`src/hdl/dct_pkg.sv`:
```
// Package for the DDR2 device-side command timing block.
// Assumes one 200 MHz clock; all counts except the termination turn-off delay (half clocks) are in clock cycles of that clock.
package dct_pkg;

	// ------------------------------------------------------------
	// Geometry and encodings
	// ------------------------------------------------------------
	localparam int NUM_BANKS   = 8;
	localparam int BANK_W      = 3;
	localparam int CNT_W       = 8;
	localparam int CLK_PERIOD_PS = 5000;

	// Row active time and internal read-to-precharge time, in ps
	localparam int ROW_ACTIVE_TIME_PS         = 40000;
	localparam int READ_TO_PRECHARGE_TIME_PS  = 7500;
	localparam logic [CNT_W-1:0] ROW_ACTIVE_CYC =
		CNT_W'((ROW_ACTIVE_TIME_PS + CLK_PERIOD_PS - 1) / CLK_PERIOD_PS);
	localparam logic [CNT_W-1:0] READ_TO_PRE_CYC =
		CNT_W'((READ_TO_PRECHARGE_TIME_PS + CLK_PERIOD_PS - 1) / CLK_PERIOD_PS);

	// Termination delays in whole clocks; the turn-off delay is 2.5 clocks,
	// counted in half clocks
	localparam logic [3:0] TERM_ON_DELAY_CYC  = 4'h2;
	localparam logic [3:0] TERM_ON_SPAN_CYC   = 4'h1;
	localparam logic [3:0] TERM_OFF_HALF_CYC  = 4'h5;

	// Extended mode register field positions
	localparam int EMR_TERM_HI_BIT = 6;
	localparam int EMR_TERM_LO_BIT = 2;

	// Mode register field: write recovery clocks at bits 9..11
	localparam int MR_WR_LSB = 9;

	// Command encodings as seen by the block
	typedef enum logic [3:0] {
		DCT_NOP, DCT_ACT, DCT_RD, DCT_WR, DCT_RDA, DCT_WRA,
		DCT_PRE, DCT_PREA, DCT_REF, DCT_MRS, DCT_EMRS
	} dct_cmd_e;

	typedef enum logic [1:0] {
		DCT_RTT_OFF, DCT_RTT_75, DCT_RTT_150, DCT_RTT_50
	} dct_rtt_e;

	typedef struct packed {
		dct_cmd_e            cmd;
		logic [BANK_W-1:0]   bank;
		logic [13:0]         addr;
	} dct_cmd_s;

	typedef struct packed {
		logic     partial;  // Termination ramping or fully on
		logic     full;     // Termination fully on
		dct_rtt_e value;
	} dct_term_s;

endpackage

```
`src/hdl/dct_bank.sv`:
```
// One bank's row state and delayed internal precharge.
// Assumes commands arrive one per clock, already decoded for this bank.
`timescale 1ns/1ps
module dct_bank (
	input  wire logic                      clk,
	input  wire logic                      rstn,
	input  wire logic                      activate,
	input  wire logic                      readCmd,
	input  wire logic                      writeCmd,
	input  wire logic                      autoPre,
	input  wire logic                      explicitPre,
	input  wire logic [dct_pkg::CNT_W-1:0] burstHalf,
	input  wire logic [dct_pkg::CNT_W-1:0] wrRecovery,
	output logic                           rowOpen,
	output logic                           internalPre
);
	import dct_pkg::*;

	typedef struct packed {
		logic             open;
		logic             pending;
		logic             pre;
		logic [CNT_W-1:0] rasCnt;
		logic [CNT_W-1:0] waitCnt;
	} dct_bank_s;

	dct_bank_s st_q, st_d;
	logic      rasMet;

	always_comb begin
		st_d = st_q;
		st_d.pre = 1'b0;
		rasMet = (st_q.rasCnt >= ROW_ACTIVE_CYC);
		if (st_q.open && !rasMet) begin
			st_d.rasCnt = st_q.rasCnt + 8'h01;
		end
		if (st_q.waitCnt != 8'h00) begin
			st_d.waitCnt = st_q.waitCnt - 8'h01;
		end
		if (activate) begin
			st_d.open    = 1'b1;
			st_d.rasCnt  = 8'h01;
			st_d.pending = 1'b0;
		end
		// Auto-precharge is taken before row active time is met
		if ((readCmd || writeCmd) && autoPre && st_q.open) begin
			st_d.pending = 1'b1;
			st_d.waitCnt = readCmd ? ((burstHalf > READ_TO_PRE_CYC) ? burstHalf
				: READ_TO_PRE_CYC) : CNT_W'(burstHalf + wrRecovery);
		end
		// Internal precharge waits for both delay and row active time
		if (st_q.pending && st_q.waitCnt == 8'h00 && rasMet) begin
			st_d.pending = 1'b0;
			st_d.open    = 1'b0;
			st_d.pre     = 1'b1;
		end
		if (explicitPre) begin
			st_d.open    = 1'b0;
			st_d.pending = 1'b0;
		end
		if (!rstn) begin
			st_d = '0;
		end
	end

	always_ff @(posedge clk) begin
		st_q <= st_d;
	end

	assign rowOpen     = st_q.open;
	assign internalPre = st_q.pre;
endmodule

```
`src/hdl/dct_top.sv`:
```
// Device-side DDR2 command timing block: bank state, termination timing.
// Assumes the controller keeps activate, precharge, refresh and clock
// enable spacing; commands arrive decoded and synchronous to clk.
`timescale 1ns/1ps
module dct_top (
	input  wire logic                 clk,
	input  wire logic                 rstn,
	input  wire logic                 clkEnable,
	input  wire dct_pkg::dct_cmd_s    cmdIn,
	input  wire logic                 termEnable,
	output dct_pkg::dct_term_s        termState,
	output logic [dct_pkg::NUM_BANKS-1:0] bankOpen,
	output logic [dct_pkg::NUM_BANKS-1:0] bankInternalPre,
	output logic [15:0]               refreshCount
);
	import dct_pkg::*;

	// ------------------------------------------------------------
	// State
	// ------------------------------------------------------------
	typedef enum {TS_OFF, TS_ON_WAIT, TS_RAMP, TS_ON, TS_OFF_WAIT} dct_tstate_e;

	typedef struct packed {
		logic [CNT_W-1:0] burstHalf;
		logic [CNT_W-1:0] wrRecovery;
		dct_rtt_e         rtt;
		logic [3:0]       tcnt;
		logic             partial;
		logic             full;
		logic [15:0]      refCnt;
	} dct_top_s;

	dct_top_s    st_q, st_d;
	dct_tstate_e ts_q, ts_d;
	dct_cmd_s    cmd;

	// Commands are only registered while clock enable is high
	always_comb begin
		cmd = cmdIn;
		if (!clkEnable) begin
			cmd.cmd = DCT_NOP;
		end
	end

	// ------------------------------------------------------------
	// Banks
	// ------------------------------------------------------------
	genvar gb;
	generate
		for (gb = 0; gb < NUM_BANKS; gb++) begin : g_bank
			logic hit;
			assign hit = (cmd.bank == BANK_W'(gb));
			dct_bank u_bank (
				.clk         (clk),
				.rstn        (rstn),
				.activate    (hit && cmd.cmd == DCT_ACT),
				.readCmd     (hit && (cmd.cmd == DCT_RDA)),
				.writeCmd    (hit && (cmd.cmd == DCT_WRA)),
				.autoPre     (1'b1),
				.explicitPre ((hit && cmd.cmd == DCT_PRE) || cmd.cmd == DCT_PREA),
				.burstHalf   (st_q.burstHalf),
				.wrRecovery  (st_q.wrRecovery),
				.rowOpen     (bankOpen[gb]),
				.internalPre (bankInternalPre[gb])
			);
		end
	endgenerate

	// ------------------------------------------------------------
	// Mode registers, refresh, termination
	// ------------------------------------------------------------
	always_comb begin
		st_d = st_q;
		ts_d = ts_q;
		if (cmd.cmd == DCT_MRS) begin
			// Burst of 8 when bit 1 set, else 4; half burst in clocks
			st_d.burstHalf  = cmd.addr[1] ? 8'h04 : 8'h02;
			st_d.wrRecovery = CNT_W'(cmd.addr[MR_WR_LSB +: 3]) + 8'h01;
		end
		if (cmd.cmd == DCT_EMRS) begin
			st_d.rtt = dct_rtt_e'({cmd.addr[EMR_TERM_HI_BIT],
				cmd.addr[EMR_TERM_LO_BIT]});
		end
		// No minimum spacing: every refresh counts
		if (cmd.cmd == DCT_REF) begin
			st_d.refCnt = st_q.refCnt + 16'h0001;
		end
		if (st_q.tcnt != 4'h0) begin
			st_d.tcnt = st_q.tcnt - 4'h1;
		end
		unique case (ts_q)
			TS_OFF: begin
				if (termEnable) begin
					ts_d = TS_ON_WAIT;
					st_d.tcnt = TERM_ON_DELAY_CYC - 4'h1;
				end
			end
			TS_ON_WAIT: begin
				if (st_q.tcnt == 4'h0) begin
					ts_d = TS_RAMP;
					st_d.partial = 1'b1;
					st_d.tcnt = TERM_ON_SPAN_CYC - 4'h1;
				end
			end
			TS_RAMP: begin
				if (st_q.tcnt == 4'h0) begin
					ts_d = TS_ON;
					st_d.full = 1'b1;
				end
			end
			TS_ON: begin
				if (!termEnable) begin
					ts_d = TS_OFF_WAIT;
					// Half clocks rounded down to the earlier whole edge: limitation of half a clock
					st_d.tcnt = (TERM_OFF_HALF_CYC >> 1) - 4'h1;
				end
			end
			TS_OFF_WAIT: begin
				if (st_q.tcnt == 4'h0) begin
					ts_d = TS_OFF;
					st_d.full = 1'b0;
					st_d.partial = 1'b0;
				end
			end
		endcase
		if (!rstn) begin
			st_d = '0;
			ts_d = TS_OFF;
			st_d.burstHalf  = 8'h02;
			st_d.wrRecovery = 8'h02;
		end
	end

	always_ff @(posedge clk) begin
		st_q <= st_d;
		ts_q <= ts_d;
	end

	// One driver for the whole struct; the value reads off while nothing is enabled
	assign termState = '{partial: st_q.partial, full: st_q.full,
		value: (st_q.partial || st_q.full) ? st_q.rtt : DCT_RTT_OFF};
	assign refreshCount      = st_q.refCnt;
endmodule

```
`config.mk`:
```
export PLATFORM = sky130hd
export DESIGN_NAME = dct_top
export DESIGN_NICKNAME = d
export VERILOG_FILES = /design/src/hdl/dct_pkg.sv /design/src/hdl/dct_bank.sv /design/src/hdl/dct_top.sv
export SDC_FILE = /design/constraint.sdc
export NUM_CORES = 1
export LEC_CHECK = 0
export BUFFER_PORTS_ARGS = -buffer_cell sky130_fd_sc_hd__buf_2
export CORE_MARGIN = 2
export CORE_UTILIZATION = 50
export DETAILED_ROUTE_END_ITERATION = 8
export PLACE_DENSITY_LB_ADDON = 0.12
export REMOVE_ABC_BUFFERS = 1
export SETUP_SLACK_MARGIN = 0.4
export SYNTH_ARGS = -nofsm -noshare
export SYNTH_HDL_FRONTEND = slang
export SYNTH_HIERARCHICAL = 1
export SYNTH_SLANG_ARGS = --single-unit
```
`constraint.sdc`:
```
create_clock -name clk -period 2.7 [get_ports clk]
set_input_delay 0.27 -clock clk [delete_from_list [all_inputs] [get_ports clk]]
set_output_delay 0.27 -clock clk [all_outputs]
set_load 0.02 [all_outputs]
```
Yosys cells after proc, flatten, opt, wreduce, memory -nomap -nowiden
Cells that the tools add are included.
{"block": "op_classes", "addsub": 20, "n_mux": 83, "n_bitwise": 1, "reduce_logical": 154, "eq_ne": 24, "n_lt_le_gt_ge": 9}
{"op": "$mux 8", "count": 25}
{"op": "$mux 32", "count": 5}
{"op": "$pmux 32 s5", "count": 1}
{"op": "$add 8x1->8 const B", "count": 8}
{"op": "$eq 32x2->1 const B", "count": 2}
{"op": "$ge 8x4->1 const B", "count": 8}
{"op": "$logic_and 1x1->1", "count": 64}
{"op": "$logic_not 8->1", "count": 8}
{"op": "$reduce_bool 8->1", "count": 8}
{"op": "$sub 8x1->8 const B", "count": 8}
{"op": "$reduce_bool 2->1", "count": 26}
{"op": "$mux 1", "count": 41}
{"op": "$eq 32x1->1 const B", "count": 1}
{"op": "$eq 32x3->1 const B", "count": 1}
{"op": "$logic_not 32->1", "count": 1}
{"op": "$reduce_or 3->1", "count": 8}
{"op": "$logic_or 1x1->1", "count": 17}
{"op": "$add 16x1->16 const B", "count": 1}
{"op": "$eq 4x3->1 const B", "count": 4}
{"op": "$mux 4", "count": 4}
{"op": "$reduce_or 2->1", "count": 8}
{"op": "$eq 3x3->1 const B", "count": 4}
{"op": "$eq 4x4->1 const B", "count": 3}
{"op": "$pmux 4 s3", "count": 1}
{"op": "19 further kinds", "count": 34}
{"block": "word_totals", "in_bits": 25, "register_bits": 224}

Depth between registers and ports, before layout
Gate-level depths: netlist of the first run.
{"block": "depth", "word_depth": 6, "depth_mapped": 10}

Modules after synthesis
Netlist of the first run, hierarchy kept.
{"module": "dct_bank at g_bank[1].u_bank ...", "seq_area_each_um2": 380.4, "cells_each": 152, "area_each_um2": 1265.0, "instances": 6}
{"module": "dct_top", "seq_area_each_um2": 660.6, "cells_each": 260, "area_each_um2": 1990.7, "instances": 1}
{"module": "dct_bank at g_bank[4].u_bank", "seq_area_each_um2": 380.4, "cells_each": 150, "area_each_um2": 1293.7, "instances": 1}
{"module": "dct_bank at g_bank[0].u_bank", "seq_area_each_um2": 380.4, "cells_each": 157, "area_each_um2": 1287.5, "instances": 1}

Least setup slack after synthesis of the first run
OpenSTA, ideal clock, no wires.
{"block": "synth_path", "path_type": "input to register", "start": "input cmdIn[18] in the netlist's numbering", "end": "register g_bank[1].u_bank/st_q[6] in the netlist's numbering", "slack_ps": 529, "t_required_ps": 2585, "t_arrival_ps": 2055, "path_stages": 9, "path_cell_list": "buf_6 -> nor3b_4 -> nand2_1 -> nor2_1 -> buf_2 -> o211ai_1 -> a211oi_1 -> o21ai_0 -> and3_1"}
{"block": "synth_via", "elab_chain_len": 6, "elab_cells_between_ends": 10, "cone_classes": "eq/ne (2); mux (3); reduce/logical (5)"}
{"item": "start, declared", "line": "dct_top.sv:9", "source": "input wire dct_pkg::dct_cmd_s cmdIn,"}
{"item": "$mux 4 *", "line": "dct_top.sv:40", "source": "if (!clkEnable) begin"}
{"item": "$eq 4x3->1, on equally long branches", "line": "dct_top.sv:57, dct_top.sv:58"}
{"item": "$logic_and 1x1->1, on equally long branches", "line": "dct_top.sv:57, dct_top.sv:58"}
{"item": "$logic_or 1x1->1", "line": "dct_bank.sv:46", "source": "if ((readCmd || writeCmd) && autoPre && st_q.open) begin"}
{"item": "$logic_and 1x1->1", "line": "dct_bank.sv:46"}
{"item": "$mux 8 / $reduce_bool 2->1 (equally long branches)"}
{"item": "end signal, assigned", "line": "dct_bank.sv:67", "source": "st_q <= st_d;"}
{"item": "end, declared", "line": "dct_bank.sv:27", "source": "dct_bank_s st_q, st_d;"}
Mark *: on every way between the ends. The rest lies on a longest branch, timed or not.
A chain may end at the register's enable or synchronous reset.

==> results.sh, run 1 <==
export IMPL_finalSetupViolations=0
export IMPL_critPathKind="reg -> reg"
export IMPL_vias=10905
export IMPL_routed_wirelength_um=27970
export IMPL_yosys_register_bits=185
export IMPL_clock_path_buffers=2
export IMPL_drt_first_pass_iters=5
export IMPL_overflow=0
export IMPL_cts_sinks=185
export IMPL_crit_fanout=10
export IMPL_hold_depth=2
export IMPL_cp_required_ns=3.06
export IMPL_powerDensity_nw_per_um2=673.2
export IMPL_multiInputGateArea_um2=8552
export IMPL_core_area_um2=24110
export IMPL_cp_start_kind="flip-flop"
export IMPL_cap_violations=0
export IMPL_ys_warn_count=6
export IMPL_postCtsSetupBuffers=0
export IMPL_worstMarginPinSlew_ns=0.7325
export IMPL_die_h_um=160.0
export IMPL_cts_tree="built"
export IMPL_grt_usage_pct=22.07
export IMPL_end_kind="flip-flop"
export IMPL_r2r_end="st_q[18]$_SDFF_PN0_"
export IMPL_synth_most_common_cell="dfxtp_1"
export IMPL_ys_top_cells_by_count="185 x dfxtp_1, 164 x nor2_1, 118 x nand2_1"
export IMPL_leakagePower_nw=6.313
export IMPL_antenna_found_initial=1
export IMPL_synth_cell_types=71
export IMPL_cts_buffers=17
export IMPL_ir_drop_mv=0.7087
export IMPL_die_area_um2=25590
export IMPL_final_cells=2065
export IMPL_io_pins=61
export IMPL_syn_inst=1479
export IMPL_setup_tns_ns=0
export IMPL_period_needed_ns=2.058
export IMPL_hold_worst_slack_ns=0.06546
export IMPL_postLayoutCellArea_um2=14090
export IMPL_seqCellArea_um2=3705
export IMPL_wire_per_inst_um=13.54
export IMPL_hold_buffers=0
export IMPL_drc=0
export IMPL_synth_top_area_share_pct=30.45
export IMPL_r2r_slack_ns=0.64
export IMPL_grt_pass1_vias=10090
export IMPL_num_rows=57
export IMPL_die_x_um=160.0
export IMPL_area_growth_syn_to_layout_pct=15.84
export IMPL_cts_resized_gates=1
export IMPL_relSlewSlack_pct=50.95
export IMPL_min_delay_start="cmdIn[1]"
export IMPL_place_hpwl_um=20470
export IMPL_clk_latency_ns=0.43
export IMPL_h_tree_depth=4
export IMPL_arrival_ns=2.42
export IMPL_synth_top_cell_by_area="dfxtp_1"
export IMPL_routed_via_density=5.281
export IMPL_initial_core_util_pct=50.45
export IMPL_gp_congestion=0.8380
export IMPL_final_max_slew_viol_count=0
export IMPL_fin_worst_skew_ns=0.01114
export IMPL_dp_cells=2032
export IMPL_first_iter_violations=663
export IMPL_hp_class="in -> reg"
export IMPL_io_buffers=52
export IMPL_rsz0062_at_grt="no"
export IMPL_r2r_cells=8
export IMPL_syn_area_per_cell_um2=8.223
export IMPL_yosys_top_cells_area="dfxtp_1 30%, ha_1 9.5%, nor2_1 5.1%"
export IMPL_nFillCells=2266
export IMPL_synth_edf_count=0
export IMPL_antenna_left=0
export IMPL_dpl_cell_area_um2=13500
export IMPL_clock_fmax_mhz=485.8
export IMPL_r2r_start="st_q[18]$_SDFF_PN0_"
export IMPL_clkSlewWorstSetupHoldPaths_ns=0.07
export IMPL_finalHoldViolCount=0
export IMPL_outcome="finished, final reports clean"
export IMPL_layout_nets=1852
export IMPL_grt_pass1_wl_um=47760
export IMPL_ys_seq_area_share_pct=30.45
export IMPL_synth_ff_type="dfxtp_1"
export IMPL_hold_end="st_q[33]$_SDFFE_PN1N_"
export IMPL_fin_crit_sh_pct=76.24
export IMPL_drive_gt1_share_pct=8.793
export IMPL_grt_max_degree=30
export IMPL_synth_area_um2=12160
export IMPL_async_flop_share_pct=0
export IMPL_cts_root_buf="clkbuf_16"
[power by group]
part / switching, mW / internal (mW) / total, mW
combinational: 1.86 / 1.52 / 3.38
sequential: 0.452 / 3.14 / 3.59
clock: 1.26 / 1.25 / 2.51
total: 3.57 / 5.91 / 9.48
[sequential cells by signal (all words and copies together), names as in the netlist]
| register | cells |
|---|---|
| g_bank.u_bank/rowOpen | 8 |
| g_bank.u_bank/st_q | 136 |
| st_q | 12 |
| refreshCount | 16 |
| ts_q | 3 |
| termState | 2 |
| g_bank.u_bank/internalPre | 8 |
[routing by layer]
layer  vias to the layer above  track usage [%]  routed length [µm]
met2                       170            35.71               12620
met5                         -                0                   0
met1                      5025            31.10               14110
met3                        25            3.273                 889
li1                       5685                -                   -
met4                         0            5.242                 354
[how the worst max path moves through the flow]
stage / start / endpoint / slack [ns] / cells past startpoint
floorplan: cmdIn[17] / g_bank[1].u_bank/st_q[6]$_SDFFE_PN0P_ / 0.47 / 7
global placement: cmdIn[19] / g_bank[7].u_bank/st_q[0]$_SDFFE_PN0P_ / 0.31 / 9
detailed placement: cmdIn[19] / g_bank[7].u_bank/st_q[0]$_SDFFE_PN0P_ / 0.28 / 9
CTS: st_q[18]$_SDFF_PN0_ / st_q[18]$_SDFF_PN0_ / 0.64 / 8
global route: st_q[25]$_SDFFE_PN1N_ / g_bank[5].u_bank/st_q[4]$_SDFFE_PN0P_ / 0.43 / 7
finish: st_q[18]$_SDFF_PN0_ / st_q[18]$_SDFF_PN0_ / 0.64 / 8
[critical path: stages (launching register included)]
cell	delay (ns)
dfxtp_1	0.31
inv_1	0.08
ha_1	0.19
or3b_1	0.52
ha_1	0.37
nand3_1	0.09
o21ai_0	0.08
a32o_1	0.22
a21oi_1	0.14
[layout by cell type (no fill, tap or decap), types with 8 or more instances in the layout]
master and instances:
a211o_1 8, a211oi_1 59, a21oi_1 105, a311oi_1 14, a31oi_1 9, a41oi_1 15
and2_1 26, and3_1 14, buf_2 52, buf_4 28, clkbuf_16 17, clkinv_1 15
conb_1 193, dfxtp_1 184, fa_1 8, ha_1 92, inv_1 81, mux2i_1 32
nand2_1 118, nand3_1 25, nand4_1 12, nor2_1 164, nor2b_1 28, nor3_1 58
nor3b_1 16, nor3b_4 8, nor4_1 23, o211a_1 8, o211ai_1 26, o21a_1 28
o21ai_0 68, o31ai_1 16, or4_4 8, xnor2_1 38, xor2_1 42
[cells by family (layout without fill, tap and decap cells)]
logic type      Yosys count  after routing  synth area share (%)
simple gates            541            541                 23.22
compound gates          399            399                 21.97
flops                   185            185                 30.45
buf+inv                 140            210                 5.123
fa+ha+maj               100            100                 10.78
xor+xnor                 80             80                 5.761
mux                      32             32                 2.634
other cells               2            194               0.06175
[through the flow]
step,setup WS [ns],total power [mW],utilization [%]
2_1_floorplan,0.4703,6.320,-
6_report,0.6416,9.484,58.44
4_1_cts,0.6399,9.494,58.43
5_1_grt,0.4330,10.23,58.43
3_5_place_dp,0.2797,6.944,56.00
3_3_place_gp,0.3140,6.893,56.00
[final cells by class]
| type | count | area share, % |
|---|---|---|
| Clock inverter | 14 | 1.110 |
| Tap cell | 324 | 2.877 |
| Clock buffer | 18 | 3.046 |
| Inverter | 98 | 2.611 |
| Antenna cell | 1 | 0.01776 |
| Timing Repair Buffer | 80 | 3.339 |
| Sequential cell | 185 | 26.30 |
| Multi-Input combinational cell | 1345 | 60.70 |
No activity file was read; power rests on OpenSTA's default activity.
==> run 2: changes to the inputs <==
==> constraint.sdc (replaced) <==
create_clock -name clk -period 1.7 [get_ports clk]
set_input_delay 0.17 -clock clk [delete_from_list [all_inputs] [get_ports clk]]
set_output_delay 0.17 -clock clk [all_outputs]
set_load 0.02 [all_outputs]
==> run 2 against run 1 <==
Sequential cell count did not move. Register-to-register slack worse by 0.70 ns. First-iteration DRC count is 32% higher. Critical path type unchanged. Worst setup slack lost 0.70 ns. Final cell count rose by 14%. Non-clock buffer count grew 292. Critical path depth is 1 higher. Clock power rose by 69%. Total power up 130%. Critical endpoint is now g_bank[0].u_bank/st_q[3]$_SDFFE_PN0P_. Sequential power grew 68%. Die area unchanged. The flow now finishes with violations (setup timing). Largest power group is now combinational logic.
==> results.sh, run 2 (synthesis results as in run 1) <==
export IMPL_outcome="finished with violations"
export IMPL_violations="setup timing"
export IMPL_clock_path_buffers=2
export IMPL_gp_congestion=0.8831
export IMPL_fin_worst_skew_ns=0.01389
export IMPL_ir_drop_mv=1.373
export IMPL_final_cells=2360
export IMPL_drt_first_pass_iters=5
export IMPL_grt_max_degree=20
export IMPL_initial_core_util_pct=50.45
export IMPL_h_tree_depth=4
export IMPL_largest_register_ffs=136
export IMPL_critPathKind="reg -> reg"
export IMPL_drc=0
export IMPL_layout_commonest_cell="buf_4"
export IMPL_top_register="g_bank.u_bank/st_q"
export IMPL_cts_tree="built"
export IMPL_period_needed_ns=1.762
export IMPL_dp_cells=2201
export IMPL_mostFrequentLayoutCells="234 x buf_4, 193 x conb_1, 138 x nor2_1, 119 x dfxtp_1, 102 x nand2_1"
export IMPL_powerDensity_nw_per_um2=1139
export IMPL_clock_fmax_mhz=567.6
export IMPL_worstMarginPinSlew_ns=0.5301
export IMPL_leakagePower_nw=8.230
export IMPL_clk_latency_ns=0.44
export IMPL_wire_per_inst_um=16.27
export IMPL_core_area_um2=24110
export IMPL_clkSlewWorstSetupHoldPaths_ns=0.08
export IMPL_cts_root_buf="clkbuf_16"
export IMPL_antenna_found_initial=0
export IMPL_vias=12870
export IMPL_routed_via_density=5.453
export IMPL_routed_wirelength_um=38390
export IMPL_die_area_um2=25590
export IMPL_antenna_cells=0
export IMPL_num_rows=57
export IMPL_io_pins=61
export IMPL_io_buffers=52
export IMPL_place_hpwl_um=23060
export IMPL_cap_violations=0
export IMPL_rsz0062_at_grt="yes"
export IMPL_final_max_slew_viol_count=0
export IMPL_finalPower_mw=21.60
export IMPL_antenna_left=0
export IMPL_crit_fanout=5
export IMPL_fin_crit_sh_pct=103.6
export IMPL_end_kind="flip-flop"
export IMPL_r2r_cells=9
export IMPL_cp_required_ns=2.02
export IMPL_overflow=0
export IMPL_dpl_cell_area_um2=14880
export IMPL_r2r_slack_ns=-0.06
export IMPL_hold_depth=3
export IMPL_layout_nets=2148
export IMPL_arrival_ns=2.08
export IMPL_die_x_um=160.0
export IMPL_grt_usage_pct=27.65
export IMPL_hold_worst_slack_ns=0.05984
export IMPL_fin_ws_ns=-0.06194
export IMPL_area_growth_syn_to_layout_pct=55.92
export IMPL_seqCellArea_um2=3821
export IMPL_die_h_um=160.0
export IMPL_grt_pass1_vias=12667
export IMPL_nFillCells=1560
export IMPL_hp_class="in -> reg"
export IMPL_cp_start_kind="flip-flop"
export IMPL_multiInputGateArea_um2=10490
export IMPL_cts_buffers=17
export IMPL_relSlewSlack_pct=64.47
export IMPL_fin_util_pct=78.66
export IMPL_cts_sinks=185
export IMPL_grt_pass1_wl_um=58980
export IMPL_postLayoutCellArea_um2=18960
export IMPL_drive_gt1_share_pct=40.32
export IMPL_finalSetupViolations=9
export IMPL_first_iter_violations=878
export IMPL_finalHoldViolCount=0
==> run 2: timing repair <==
action                                  in CTS  in global routing
resized for setup                          415                216
endpoints found under the hold margin        5                  0
buffers inserted                            83                 32
gates cloned                                 8                  0
endpoints found under the setup margin     140                145
pin swaps                                  188                116
hold buffers                                 4                  0
==> run 2: power by group <==
group	total, mW	switching [mW]	leakage [nW]	internal (mW)
logic	11.3	5.51	6.40	5.83
clock network	4.23	2.07	0.298	2.16
registers	6.03	0.942	1.53	5.09
total	21.6	8.52	8.23	13.1
==> run 2: stage by stage <==
stage / worst slack [ns] / TNS [ns]
2_1_floorplan: -0.4297 / -18.57
3_3_place_gp: -0.2200 / -8.719
3_5_place_dp: -0.2764 / -10.55
4_1_cts: -0.006920 / -0.006920
5_1_grt: -0.1164 / -1.398
6_report: -0.06194 / -0.1769
==> run 2: area by class of cell <==
class	instances	area share [%]
flip-flops and latches	185	20.15
inverters	98	2.125
well taps	324	2.138
clock buffers	18	2.316
repair buffers	372	17.03
clock inverters	14	0.9238
multi-input cells	1349	55.32
==> run 2: path summary, 6_finish.rpt <==
kind / startpoint / endpoint
setup / recovery: st_q[33]$_SDFFE_PN1N_ / g_bank[0].u_bank/st_q[3]$_SDFFE_PN0P_
hold / removal: cmdIn[11] / st_q[27]$_SDFFE_PN0N_
setup reg to reg: st_q[33]$_SDFFE_PN1N_ / g_bank[0].u_bank/st_q[3]$_SDFFE_PN0P_
hold reg to reg: g_bank[5].u_bank/st_q[15]$_SDFFE_PP0P_ / g_bank[5].u_bank/st_q[15]$_SDFFE_PP0P_
==> run 2: per-layer routing <==
metal | vias up | global-route usage [%] | share of wire, %
met5 | - | 0 | 0
met2 | 324 | 50.63 | 51
met4 | 0 | 10.89 | 3.2
li1 | 6282 | - | -
met1 | 6175 | 32.21 | 41
met3 | 89 | 4.442 | 3.9
==> run 2: critical path: stages (launching register included) <==
cell,delay [ns]
dfxtp_4,0.37
buf_6,0.13
buf_4,0.13
buf_6,0.12
ha_2,0.17
a211oi_2,0.20
nor2_1,0.10
xor2_1,0.15
o211ai_1,0.19
a21oi_1,0.09
